## config.mk

```make
export PLATFORM = sky130hd
export DESIGN_NAME = afe_reset_and_power_modes
export DESIGN_NICKNAME = d
export VERILOG_FILES = /design/src/design/afe_power_pkg.sv /design/src/design/afe_reset_and_power_modes.sv
export SDC_FILE = /design/constraint.sdc
export NUM_CORES = 1
export LEC_CHECK = 0
export BUFFER_PORTS_ARGS = -buffer_cell sky130_fd_sc_hd__buf_2
export CORE_AREA = 2 2 166 168
export CTS_CLUSTER_SIZE = 40
export DETAILED_ROUTE_END_ITERATION = 12
export DIE_AREA = 0 0 168 170
export HOLD_SLACK_MARGIN = 0.08
export PLACE_DENSITY = 0.8
export SLEW_MARGIN = 30
export SYNTH_ARGS = -nofsm -noshare
export SYNTH_HDL_FRONTEND = slang
export SYNTH_SLANG_ARGS = --single-unit
export TNS_END_PERCENT = 5
```

## constraint.sdc

```tcl
create_clock -name aclk -period 4.1 [get_ports aclk]
set_clock_uncertainty 0.05 [all_clocks]
set_input_delay 0.205 -clock aclk [delete_from_list [all_inputs] [get_ports aclk]]
set_output_delay 0.205 -clock aclk [all_outputs]
set_load 0.01 [all_outputs]
```

## src/design/afe_power_pkg.sv

```systemverilog
// Purpose: shared constants and carriers for the converter reset and power block
// Assumes: 32-bit AXI4-Lite register access, 10 MHz aclk
// Notes: six channels, one register word each for setup and status
package afe_power_pkg;
  localparam int NUM_CH = 6;
  localparam int DATA_W = 24;
  localparam int ADDR_W = 8;
  // register byte offsets
  localparam logic [ADDR_W-1:0] SETUP_OFFSET = 8'h00;
  localparam logic [ADDR_W-1:0] STATUS_OFFSET = 8'h04;
  // channel_setup_register fields
  localparam int SHUTDOWN_LSB = 0;
  localparam int SOFT_RESET_LSB = 8;
  localparam int EXT_REF_BIT = 16;
  localparam int EXT_CLK_BIT = 17;
  // status register fields
  localparam int ST_ACTIVE_LSB = 0;
  localparam int ST_SETTLING_LSB = 8;
  localparam int ST_CORE_CLK_BIT = 16;
  localparam int ST_INPUT_CLK_BIT = 17;
  localparam int ST_FULL_DOWN_BIT = 18;
  localparam int ST_MONITOR_BIT = 19;
  // reset values
  localparam logic [NUM_CH-1:0] SHUTDOWN_RESET = 6'h00;
  localparam logic [NUM_CH-1:0] SOFT_RESET_RESET = 6'h00;
  localparam logic EXT_REF_RESET = 1'h0;
  localparam logic EXT_CLK_RESET = 1'h0;
  localparam logic [NUM_CH-1:0] ALL_DOWN = 6'h3F;
  localparam logic [3:0] QUANT_RESET_PATTERN = 4'h3;
  // filter settling time after a channel resumes
  localparam int SETTLE_TIME_US = 100;
  localparam int CLOCK_MHZ = 10;
  localparam int SETTLE_CYCLES = SETTLE_TIME_US * CLOCK_MHZ;
  localparam int SETTLE_W = 11;
  localparam logic [1:0] RESP_OKAY = 2'h0;
  localparam logic [1:0] RESP_SLVERR = 2'h2;

  typedef struct packed {
    logic awvalid;
    logic [ADDR_W-1:0] awaddr;
    logic wvalid;
    logic [31:0] wdata;
    logic [3:0] wstrb;
    logic bready;
    logic arvalid;
    logic [ADDR_W-1:0] araddr;
    logic rready;
  } axi_req_t;

  typedef struct packed {
    logic awready;
    logic wready;
    logic bvalid;
    logic [1:0] bresp;
    logic arready;
    logic rvalid;
    logic [31:0] rdata;
    logic [1:0] rresp;
  } axi_rsp_t;

  typedef struct packed {
    logic [NUM_CH-1:0] bias_en;
    logic [NUM_CH-1:0] chan_clk_en;
    logic [NUM_CH-1:0] quant_preset;
    logic [NUM_CH-1:0] filter_clear;
    logic core_clk_en;
    logic input_clk_en;
    logic vref_en;
    logic monitor_en;
    logic serial_reset;
  } power_ctl_t;
endpackage

```

## src/design/afe_reset_and_power_modes.sv

```systemverilog
// Purpose: reset and power-mode control for a six-channel delta-sigma front end
// Assumes: modulator/filter data and conversion strobes arrive on aclk
// Notes: reset pin and power-on detector are asynchronous and resynchronised
`timescale 1ns/1ps
module afe_reset_and_power_modes
  import afe_power_pkg::*;
(
  input wire logic aclk,
  input wire logic aresetn,
  input wire logic reset_pin_n,
  input wire logic por_detect,
  input wire axi_req_t axi_req,
  output axi_rsp_t axi_rsp,
  input wire logic [NUM_CH-1:0][DATA_W-1:0] conv_data,
  input wire logic [NUM_CH-1:0] conv_strobe,
  output logic [NUM_CH-1:0][DATA_W-1:0] data_out,
  output logic [NUM_CH-1:0] data_ready,
  output power_ctl_t power_ctl
);

  typedef struct packed {
    logic [2:0] pin_sync;
    logic [2:0] por_sync;
    logic pin_level;
    logic por_level;
    logic [NUM_CH-1:0] shutdown;
    logic [NUM_CH-1:0] soft_reset;
    logic ext_ref;
    logic ext_clk;
    logic [NUM_CH-1:0][SETTLE_W-1:0] settle;
    logic [NUM_CH-1:0] wait_strobe;
    logic aw_got;
    logic [ADDR_W-1:0] aw_addr;
    logic w_got;
    logic [31:0] w_data;
    logic [3:0] w_strb;
    axi_rsp_t rsp;
    logic [NUM_CH-1:0][DATA_W-1:0] dout;
    logic [NUM_CH-1:0] drdy;
    power_ctl_t ctl;
  } state_t;

  state_t cur;
  state_t next_cur;

  localparam logic [SETTLE_W-1:0] SETTLE_LOAD = SETTLE_W'(SETTLE_CYCLES);

  function automatic state_t reset_state();
    state_t s;
    s = '0;
    s.pin_sync = 3'h7;
    s.pin_level = 1'h1;
    s.shutdown = SHUTDOWN_RESET;
    s.soft_reset = SOFT_RESET_RESET;
    s.ext_ref = EXT_REF_RESET;
    s.ext_clk = EXT_CLK_RESET;
    return s;
  endfunction

  always_comb
  begin
    logic hard;
    logic [NUM_CH-1:0] active;
    logic full_down;
    logic do_write;
    logic do_read;
    logic [31:0] setup_word;
    logic [31:0] status_word;
    logic [31:0] new_setup;
    logic [NUM_CH-1:0] settling;
    hard = 1'h0;
    active = '0;
    full_down = 1'h0;
    do_write = 1'h0;
    do_read = 1'h0;
    setup_word = '0;
    status_word = '0;
    new_setup = '0;
    settling = '0;
    next_cur = cur;

    // three-stage synchronisers; level moves only when stages two and three agree
    next_cur.pin_sync = {cur.pin_sync[1:0], reset_pin_n};
    next_cur.por_sync = {cur.por_sync[1:0], por_detect};
    if (cur.pin_sync[1] == cur.pin_sync[2])
    begin
      next_cur.pin_level = cur.pin_sync[2];
    end
    if (cur.por_sync[1] == cur.por_sync[2])
    begin
      next_cur.por_level = cur.por_sync[2];
    end
    hard = cur.por_level | ~cur.pin_level;

    active = ~cur.shutdown;
    full_down = (cur.shutdown == ALL_DOWN) & cur.ext_ref & cur.ext_clk;
    for (int i = 0; i < NUM_CH; i++)
    begin
      // settling until the first strobe after the count runs out
      settling[i] = (cur.settle[i] != '0) | cur.wait_strobe[i];
    end

    setup_word[SHUTDOWN_LSB +: NUM_CH] = cur.shutdown;
    setup_word[SOFT_RESET_LSB +: NUM_CH] = cur.soft_reset;
    setup_word[EXT_REF_BIT] = cur.ext_ref;
    setup_word[EXT_CLK_BIT] = cur.ext_clk;
    status_word[ST_ACTIVE_LSB +: NUM_CH] = active;
    status_word[ST_SETTLING_LSB +: NUM_CH] = settling;
    status_word[ST_CORE_CLK_BIT] = cur.ctl.core_clk_en;
    status_word[ST_INPUT_CLK_BIT] = cur.ctl.input_clk_en;
    status_word[ST_FULL_DOWN_BIT] = full_down;
    status_word[ST_MONITOR_BIT] = cur.ctl.monitor_en;
    // status is read-only: a write to it is answered and dropped

    // write channel: address and data taken in either order, response after both
    if (axi_req.awvalid && cur.rsp.awready)
    begin
      next_cur.aw_got = 1'h1;
      next_cur.aw_addr = axi_req.awaddr;
    end
    if (axi_req.wvalid && cur.rsp.wready)
    begin
      next_cur.w_got = 1'h1;
      next_cur.w_data = axi_req.wdata;
      next_cur.w_strb = axi_req.wstrb;
    end
    if (cur.rsp.bvalid && axi_req.bready)
    begin
      next_cur.rsp.bvalid = 1'h0;
    end
    do_write = next_cur.aw_got & next_cur.w_got & ~next_cur.rsp.bvalid;
    if (do_write)
    begin
      next_cur.aw_got = 1'h0;
      next_cur.w_got = 1'h0;
      next_cur.rsp.bvalid = 1'h1;
      next_cur.rsp.bresp = RESP_OKAY;
      if (next_cur.aw_addr == SETUP_OFFSET)
      begin
        new_setup = setup_word;
        for (int b = 0; b < 4; b++)
        begin
          if (next_cur.w_strb[b])
          begin
            new_setup[b*8 +: 8] = next_cur.w_data[b*8 +: 8];
          end
        end
        // only this write path and the resets change configuration; power modes never do
        next_cur.shutdown = new_setup[SHUTDOWN_LSB +: NUM_CH];
        next_cur.soft_reset = new_setup[SOFT_RESET_LSB +: NUM_CH];
        next_cur.ext_ref = new_setup[EXT_REF_BIT];
        next_cur.ext_clk = new_setup[EXT_CLK_BIT];
      end
      else if (next_cur.aw_addr != STATUS_OFFSET)
      begin
        next_cur.rsp.bresp = RESP_SLVERR;
      end
    end

    // read channel; stays open in full power-down so software can wake the part
    if (cur.rsp.rvalid && axi_req.rready)
    begin
      next_cur.rsp.rvalid = 1'h0;
    end
    // a read beside a write in one cycle sees the setup word from before the write
    do_read = axi_req.arvalid & cur.rsp.arready;
    if (do_read)
    begin
      next_cur.rsp.rvalid = 1'h1;
      next_cur.rsp.rresp = RESP_OKAY;
      if (axi_req.araddr == SETUP_OFFSET)
      begin
        next_cur.rsp.rdata = setup_word;
      end
      else if (axi_req.araddr == STATUS_OFFSET)
      begin
        next_cur.rsp.rdata = status_word;
      end
      else
      begin
        next_cur.rsp.rdata = '0;
        next_cur.rsp.rresp = RESP_SLVERR;
      end
    end
    next_cur.rsp.awready = ~next_cur.aw_got & ~next_cur.rsp.bvalid;
    next_cur.rsp.wready = ~next_cur.w_got & ~next_cur.rsp.bvalid;
    next_cur.rsp.arready = ~next_cur.rsp.rvalid;

    // per-channel settle tracking and output path
    next_cur.drdy = '0;
    for (int i = 0; i < NUM_CH; i++)
    begin
      // a write that powers the channel down also drops a strobe in the same cycle
      if (cur.shutdown[i] || next_cur.shutdown[i])
      begin
        // re-armed each cycle so the channel restarts settling on exit
        next_cur.settle[i] = SETTLE_LOAD;
        next_cur.wait_strobe[i] = 1'h1;
        next_cur.dout[i] = '0;
      end
      else if (cur.settle[i] != '0)
      begin
        next_cur.settle[i] = cur.settle[i] - SETTLE_W'(1);
        next_cur.dout[i] = '0;
      end
      else if (cur.soft_reset[i])
      begin
        next_cur.dout[i] = '0;
      end
      else if (conv_strobe[i])
      begin
        // strobes come from the shared running clock, so the first one after
        // settling keeps the channel's phase relation to the active channels
        next_cur.wait_strobe[i] = 1'h0;
        next_cur.dout[i] = conv_data[i];
        next_cur.drdy[i] = 1'h1;
      end
    end

    // power controls; shutdown outranks soft reset for biases and clocks
    next_cur.ctl.bias_en = ~next_cur.shutdown;
    next_cur.ctl.chan_clk_en = ~next_cur.shutdown;
    next_cur.ctl.quant_preset = next_cur.soft_reset;
    next_cur.ctl.filter_clear = next_cur.soft_reset & ~next_cur.shutdown;
    next_cur.ctl.core_clk_en = (next_cur.shutdown != ALL_DOWN);
    next_cur.ctl.input_clk_en = (next_cur.shutdown != ALL_DOWN);
    next_cur.ctl.vref_en = ~((next_cur.shutdown == ALL_DOWN)
      & next_cur.ext_ref & next_cur.ext_clk);
    // supply monitors drop only with the reference, in full power-down
    next_cur.ctl.monitor_en = next_cur.ctl.vref_en;
    next_cur.ctl.serial_reset = 1'h0;

    if (hard)
    begin
      // everything back to defaults except the synchronisers themselves
      next_cur = reset_state();
      next_cur.pin_sync = {cur.pin_sync[1:0], reset_pin_n};
      next_cur.por_sync = {cur.por_sync[1:0], por_detect};
      next_cur.pin_level = cur.pin_level;
      next_cur.por_level = cur.por_level;
      if (cur.pin_sync[1] == cur.pin_sync[2])
      begin
        next_cur.pin_level = cur.pin_sync[2];
      end
      if (cur.por_sync[1] == cur.por_sync[2])
      begin
        next_cur.por_level = cur.por_sync[2];
      end
      // biases stay up: the part is ready to convert once released
      next_cur.ctl.bias_en = ~SHUTDOWN_RESET;
      next_cur.ctl.chan_clk_en = ~SHUTDOWN_RESET;
      next_cur.ctl.core_clk_en = 1'h1;
      next_cur.ctl.input_clk_en = 1'h1;
      next_cur.ctl.vref_en = 1'h1;
      next_cur.ctl.monitor_en = 1'h1;
      next_cur.ctl.quant_preset = ALL_DOWN;
      next_cur.ctl.filter_clear = ALL_DOWN;
      // bus readies held low so no traffic is taken
      next_cur.ctl.serial_reset = 1'h1;
    end
  end

  always_ff @(posedge aclk)
  begin
    // pin-driven hard reset lives in the next-state logic, not here
    if (!aresetn)
    begin
      cur <= reset_state();
    end
    else
    begin
      cur <= next_cur;
    end
  end

  assign axi_rsp = cur.rsp;
  assign data_out = cur.dout;
  assign data_ready = cur.drdy;
  assign power_ctl = cur.ctl;

endmodule

```

**Yosys cells after proc, flatten, opt, wreduce, memory -nomap -nowiden**

Cells that the tools add are included.

- Memory bits (writable): 0
- Output and inout port bits: 220
- Logic and storage cells: 227
- Register bits after elaboration: 360
- Latch bits: 0
- Memory bits (read-only): 0
- Memories: 0
- Input bits: 211

- Eq/ne operators: 19
- Reductions and logical operators: 49
- Muxes and demuxes: 64
- Shifts and indexed selects: 0
- Bitwise gates (word level): 27
- Add/sub/neg operators: 6
- $lt $le $gt $ge: 0
- Divide/modulo/power cells: 0
- Multipliers: 0

Operators with widths:

| kind | count |
|---|---|
| $mux 10 | 12 |
| $reduce_bool 11->1 | 6 |
| $sub 11x1->11 const B | 6 |
| $mux 37 | 1 |
| $mux 1 | 36 |
| $mux 35 | 1 |
| $mux 32 | 1 |
| $reduce_or 5->1 | 6 |
| $mux 29 | 1 |
| $mux 14 | 2 |
| $reduce_bool 2->1 | 12 |
| $mux 20 | 1 |
| $ne 2x1->1 const B | 9 |
| $reduce_and 3->1 | 6 |
| $reduce_or 3->1 | 6 |
| $logic_not 8->1 | 2 |
| $eq 6x6->1 const B | 2 |
| $mux 6 | 2 |
| $not 6->6 | 2 |
| $mux 2 | 5 |
| $and 1x1->1 | 9 |
| $mux 9 | 1 |
| $eq 8x3->1 const B | 1 |
| $ne 8x3->1 const B | 1 |
| 10 further kinds | 34 |

**Depth between registers and ports, before layout**

- Word-level depth: 10
- Gate-level depth with buffers: 9
- Depth with buffers taken out: 8

**Worst setup path before layout**

OpenSTA, ideal clock, no wires.

- Path kind: reg-to-reg
- From: register cur[327] (netlist name)
- To: register cur (netlist bit data_out[124])
- Required time: 3.985 ns
- Period minus slack after synthesis: 2.174 ns
- Arrival: 2.059 ns
- Setup slack: 1.926 ns
- Library setup time: 0.065 ns
- Stages on the path, launching flop included: 9
- Buffers on the path: 1
- Cell sequence: dfxtp_1 -> inv_1 -> ha_1 -> or4b_1 -> or4_4 -> nor2_1 -> nand3_2 -> buf_2 -> nor2_1

- Word-level cells in the longest chain between the ends: 2

Ends and longest elaborated chain:

| what | RTL line | source |
|---|---|---|
| from (decl) | afe_reset_and_power_modes.sv:43 | `state_t cur;` |
| from (signal assigned) | afe_reset_and_power_modes.sv:268 | `cur <= reset_state();` |
| from (signal assigned) | afe_reset_and_power_modes.sv:272 | `cur <= next_cur;` |
| $reduce_bool 11->1 | afe_reset_and_power_modes.sv:201 | `else if (cur.settle[i] != '0)` |
| $reduce_or 5->1 (no source line) | - |  |

Every way passes these cells.
A chain may end at the register's enable or synchronous reset.

**Final worst setup path**

- From: register cur (netlist bit axi_rsp[40])
- To: register cur (netlist bit data_out[43])

- Word-level cells in the longest chain between the ends: 7
- Elaborated cells between the ends (all ways): 9
- Classes of those cells: mux (3); bitwise (2); reduce/logical (4)

Ends and longest elaborated chain:

| what | RTL line | source |
|---|---|---|
| $logic_and 1x1->1 (*) | afe_reset_and_power_modes.sv:116 | `if (axi_req.awvalid && cur.rsp.awready)` |
| $mux 9 (*) | afe_reset_and_power_modes.sv:116 |  |
| $logic_not 8->1 or $and 1x1->1 (tied branches) | afe_reset_and_power_modes.sv:138, afe_reset_and_power_modes.sv:131 |  |
| $mux 14 or $and 1x1->1 (tied branches) | afe_reset_and_power_modes.sv:138, afe_reset_and_power_modes.sv:131 |  |
| $mux 14 (*) | afe_reset_and_power_modes.sv:132 | `if (do_write)` |
| $logic_or 1x1->1 (*) | afe_reset_and_power_modes.sv:194 | `if (cur.shutdown[i] \|\| next_cur.shutdown[i])` |
| $reduce_or 5->1 (no source line) (*) | - |  |

Mark *: on every way between the ends. The rest lies on a longest branch, timed or not.

==> impl_metrics.csv <==
group,metric,value,unit
floorplan,pin_count,431,
sta,clock.fmax,0.323,GHz
cts,clkSinkCount,315,
global_routing,wire_length_of_the_first_global_routing_pass,55700,um
critical_path,regToRegSetupSlack,1000,ps
synth,dominantRegCellSynth,"sky130_fd_sc_hd__dfxtp_1",
global_routing,grt_max_degree,99,
synth,synth-seq-cells,315,
sta,setup_viol,0,
floorplan,floorplan.die.height,170,um
placed_design,port_buffers,393,
finish,finish.utilization,0.648,
placed_design,place.gp.congestion,0.796,
critical_path,worstPathCellList,"nand2_1 > mux2_2 > a2111oi_2 > nor2_2 > nand3_1 > nor2_1",
cts,clock_latency,520,ps
cts,clk_path_buf_depth,3,
cts,cts_repair_resize_count,0,
sta,unrepaired_setup_endpoints_after_global_routing,"no",
global_routing,grt.overflow.total,0,
sta,period_needed,3100,ps
worst_hold_path,timing.hold.worst.class,"in2reg",
critical_path,critPathMaxFanout,25,
finish,nets,2035,
global_routing,grt_util_all_layers,0.236,
sta,worstMarginPinSlew,935,ps
cts,cts.root.buffer_cell,"sky130_fd_sc_hd__clkbuf_16",
detailed_routing,avgViaCountPerCell,5.09,
critical_path,critical_path.slowest_cell,"sky130_fd_sc_hd__nand3_1",
detailed_routing,initialDrtViolationCount,656,
synth,post-synth-top-area-fraction,0.458,
global_routing,antenna_found_initial,1,
detailed_routing,detail_route.wirelength,35000,um
power_and_ir_drop,power.density_cell_area,556,nW/um^2
synth,synth.area.top_cells,"sky130_fd_sc_hd__dfxtp_1 (46%), sky130_fd_sc_hd__buf_4 (12%), sky130_fd_sc_hd__mux2i_1 (11%)",
cts,cts_buffers,34,
cts,htree_num_levels,2,
placed_design,pre_cts_slack,1110,ps
cts,cts_tree,"done",
critical_path,worstSetupPathType,"reg2reg",
synth,count_of_flip_flops_with_a_built_in_enable_after_synthesis,0,
synth,syn_inst,1468,
floorplan,start_util,0.516,
floorplan,floorplan.rows,60,
detailed_routing,total_number_of_vias,11100,
sta,timing_hold_violations_final,0,
synth,synth_area_per_cell,9.37,um^2
synth,post_synth_num_cell_types,67,
sta,final_max_slew_viol_count,0,
sta,fin_tns_setup,0,ps
floorplan,core_area,26700,um^2
finish,final_layout_size_suffix_gt1_frac,0.276,
synth,ys_async_sr_fraction,0,
floorplan,dieArea,28600,um^2
sta,pnr_worst_setup_slack,999,ps
detailed_routing,avgRoutedWirePerCell,16.0,um
cts,cts_hold_buffers,176,
power_and_ir_drop,design_power_total,9600,uW
critical_path,required_time_at_the_worst_slack_endpoint,4400,ps
critical_path,cp-start-kind,"flip-flop",
detailed_routing,post-route-drc-count,0,
placed_design,hpwl,21600,um
sta,slew_headroom,0.375,
floorplan,die_width,168,um
sta,final.period_utilization,0.756,
critical_path,arr_time_crit_path,3400,ps
detailed_routing,detail-route-antenna-nets,0,
cts,cts.clk_slew.worst_paths,60,ps
power_and_ir_drop,leak,0.00798,uW
cts,cts_setup_buffers,0,
detailed_routing,drtPass1Iterations,5,
flow_run,drv_cap,0,
finish,syn_to_layout_area_delta,25.5,%
power_and_ir_drop,ir_worst_vdd,328,uV
critical_path,critical_path_capture_point_type,"flip-flop",
critical_path,critPathMaxStageDelay,760,ps
synth,seq_area_frac_synth,0.458,
synth,synthesis.area,13800,um^2
status,status,"finished, final reports clean",
synth,synth_area_leader_cell,"sky130_fd_sc_hd__dfxtp_1",
synth,yosys_warnings,0,
global_routing,vias_in_the_first_global_route,11500,
finish,num-fill-cells,1943,
-- per-stage QoR --
step	hold WS [ps]	cells	cell area, um^2
floorplan	256	1485	13800
global placement	342	1946	14400
detailed placement	342	1946	14400
CTS	102	2182	17300
global route	114	2183	17300
finish	134	2183	17300
-- state kept, by name, indices dropped and copies added (netlist names) --
register,cells
data_ready,6
axi_rsp,23
cur,121
power_ctl,21
data_out,144
-- worst paths after layout --
path,from,to,cells past startpoint
min,axi_req[2],axi_rsp[14],5
min reg2reg,cur[357],cur[358],1
max reg2reg,axi_rsp[40],data_out[43],6
max,axi_rsp[40],data_out[43],6
-- logic make-up after synthesis --
logic type | count (synthesis) | share of synthesized area
buf+inv | 308 | 0.147
xor+xnor | 50 | 0.0318
fa+ha+maj | 7 | 0.00637
simple gates | 461 | 0.159
mux | 165 | 0.121
other cells | 1 | 0.000273
compound gates | 161 | 0.0766
flops | 315 | 0.458
-- worst max-delay path, delay by kind of cell, from the launching register on --
family             cells  cell delay (ps)
and+or+nand+nor        4             1440
AOI/OAI and AO/OA      1              570
muxes                  1              510
DFF                    1              330
-- cell usage after synthesis, drive strengths merged, types with 6 or more instances --
cell / n
a211oi: 8
a21oi: 88
a22oi: 9
a31oi: 7
and2: 11
buf: 243
clkbuf: 37
dfxtp: 315
ha: 7
inv: 27
mux2: 6
mux2i: 159
nand2: 78
nand2b: 12
nand3: 21
nand4: 6
nor2: 267
nor3: 20
nor4: 12
o21ai: 16
o31ai: 6
or4: 6
xnor2: 31
xor2: 19
-- layout make-up --
type,instances,area [um^2],area share
multi-input cells,862,5500,0.318
well taps,341,427,0.0247
inverters,28,105,0.00609
clock buffers,46,946,0.0548
diodes,1,2.50,0.000145
clock inverters,14,196,0.0114
flip-flops and latches,315,6310,0.365
repair buffers,576,3780,0.219
-- power by group --
| group | switching (uW) | internal, uW | total (uW) |
|---|---|---|---|
| clock network | 1240 | 1880 | 3120 |
| logic | 1460 | 1210 | 2670 |
| registers | 327 | 3490 | 3820 |
-- metal layers --
| layer | part of all wire | wire length [um] | global-route usage |
|---|---|---|---|
| met4 | 0.038 | 1340 | 0.113 |
| met1 | 0.39 | 13800 | 0.263 |
| met3 | 0.072 | 2530 | 0.0551 |
| met2 | 0.49 | 17300 | 0.426 |
| met5 | 0 | 0 | 0 |
-- layout by cell type (no fill, tap or decap), drive strengths merged, types with 5 or more instances in the layout --
cell         Yosys  routed
dfxtp          315     315
buf            243     400
clkinv           1      10
nand4            6       6
or4              6       6
a2111oi          5       5
clkbuf          37      46
mux2i          159     159
or3              5       5
conb             1      18
o31ai            6       6
a31oi            7       7
mux2             6       6
nand3           21      21
and2            11      11
a22oi            9       9
o21ai           16      16
nor2           267     267
dlygate4sd3      0     176
ha               7       7
a211oi           8       8
inv             27      28
nor3            20      20
xnor2           31      31
a21oi           88      88
nor4            12      12
nand2b          12      12
o21a             5       5
xor2            19      19
nand2           78      78
(Power assumes the default switching activity.)
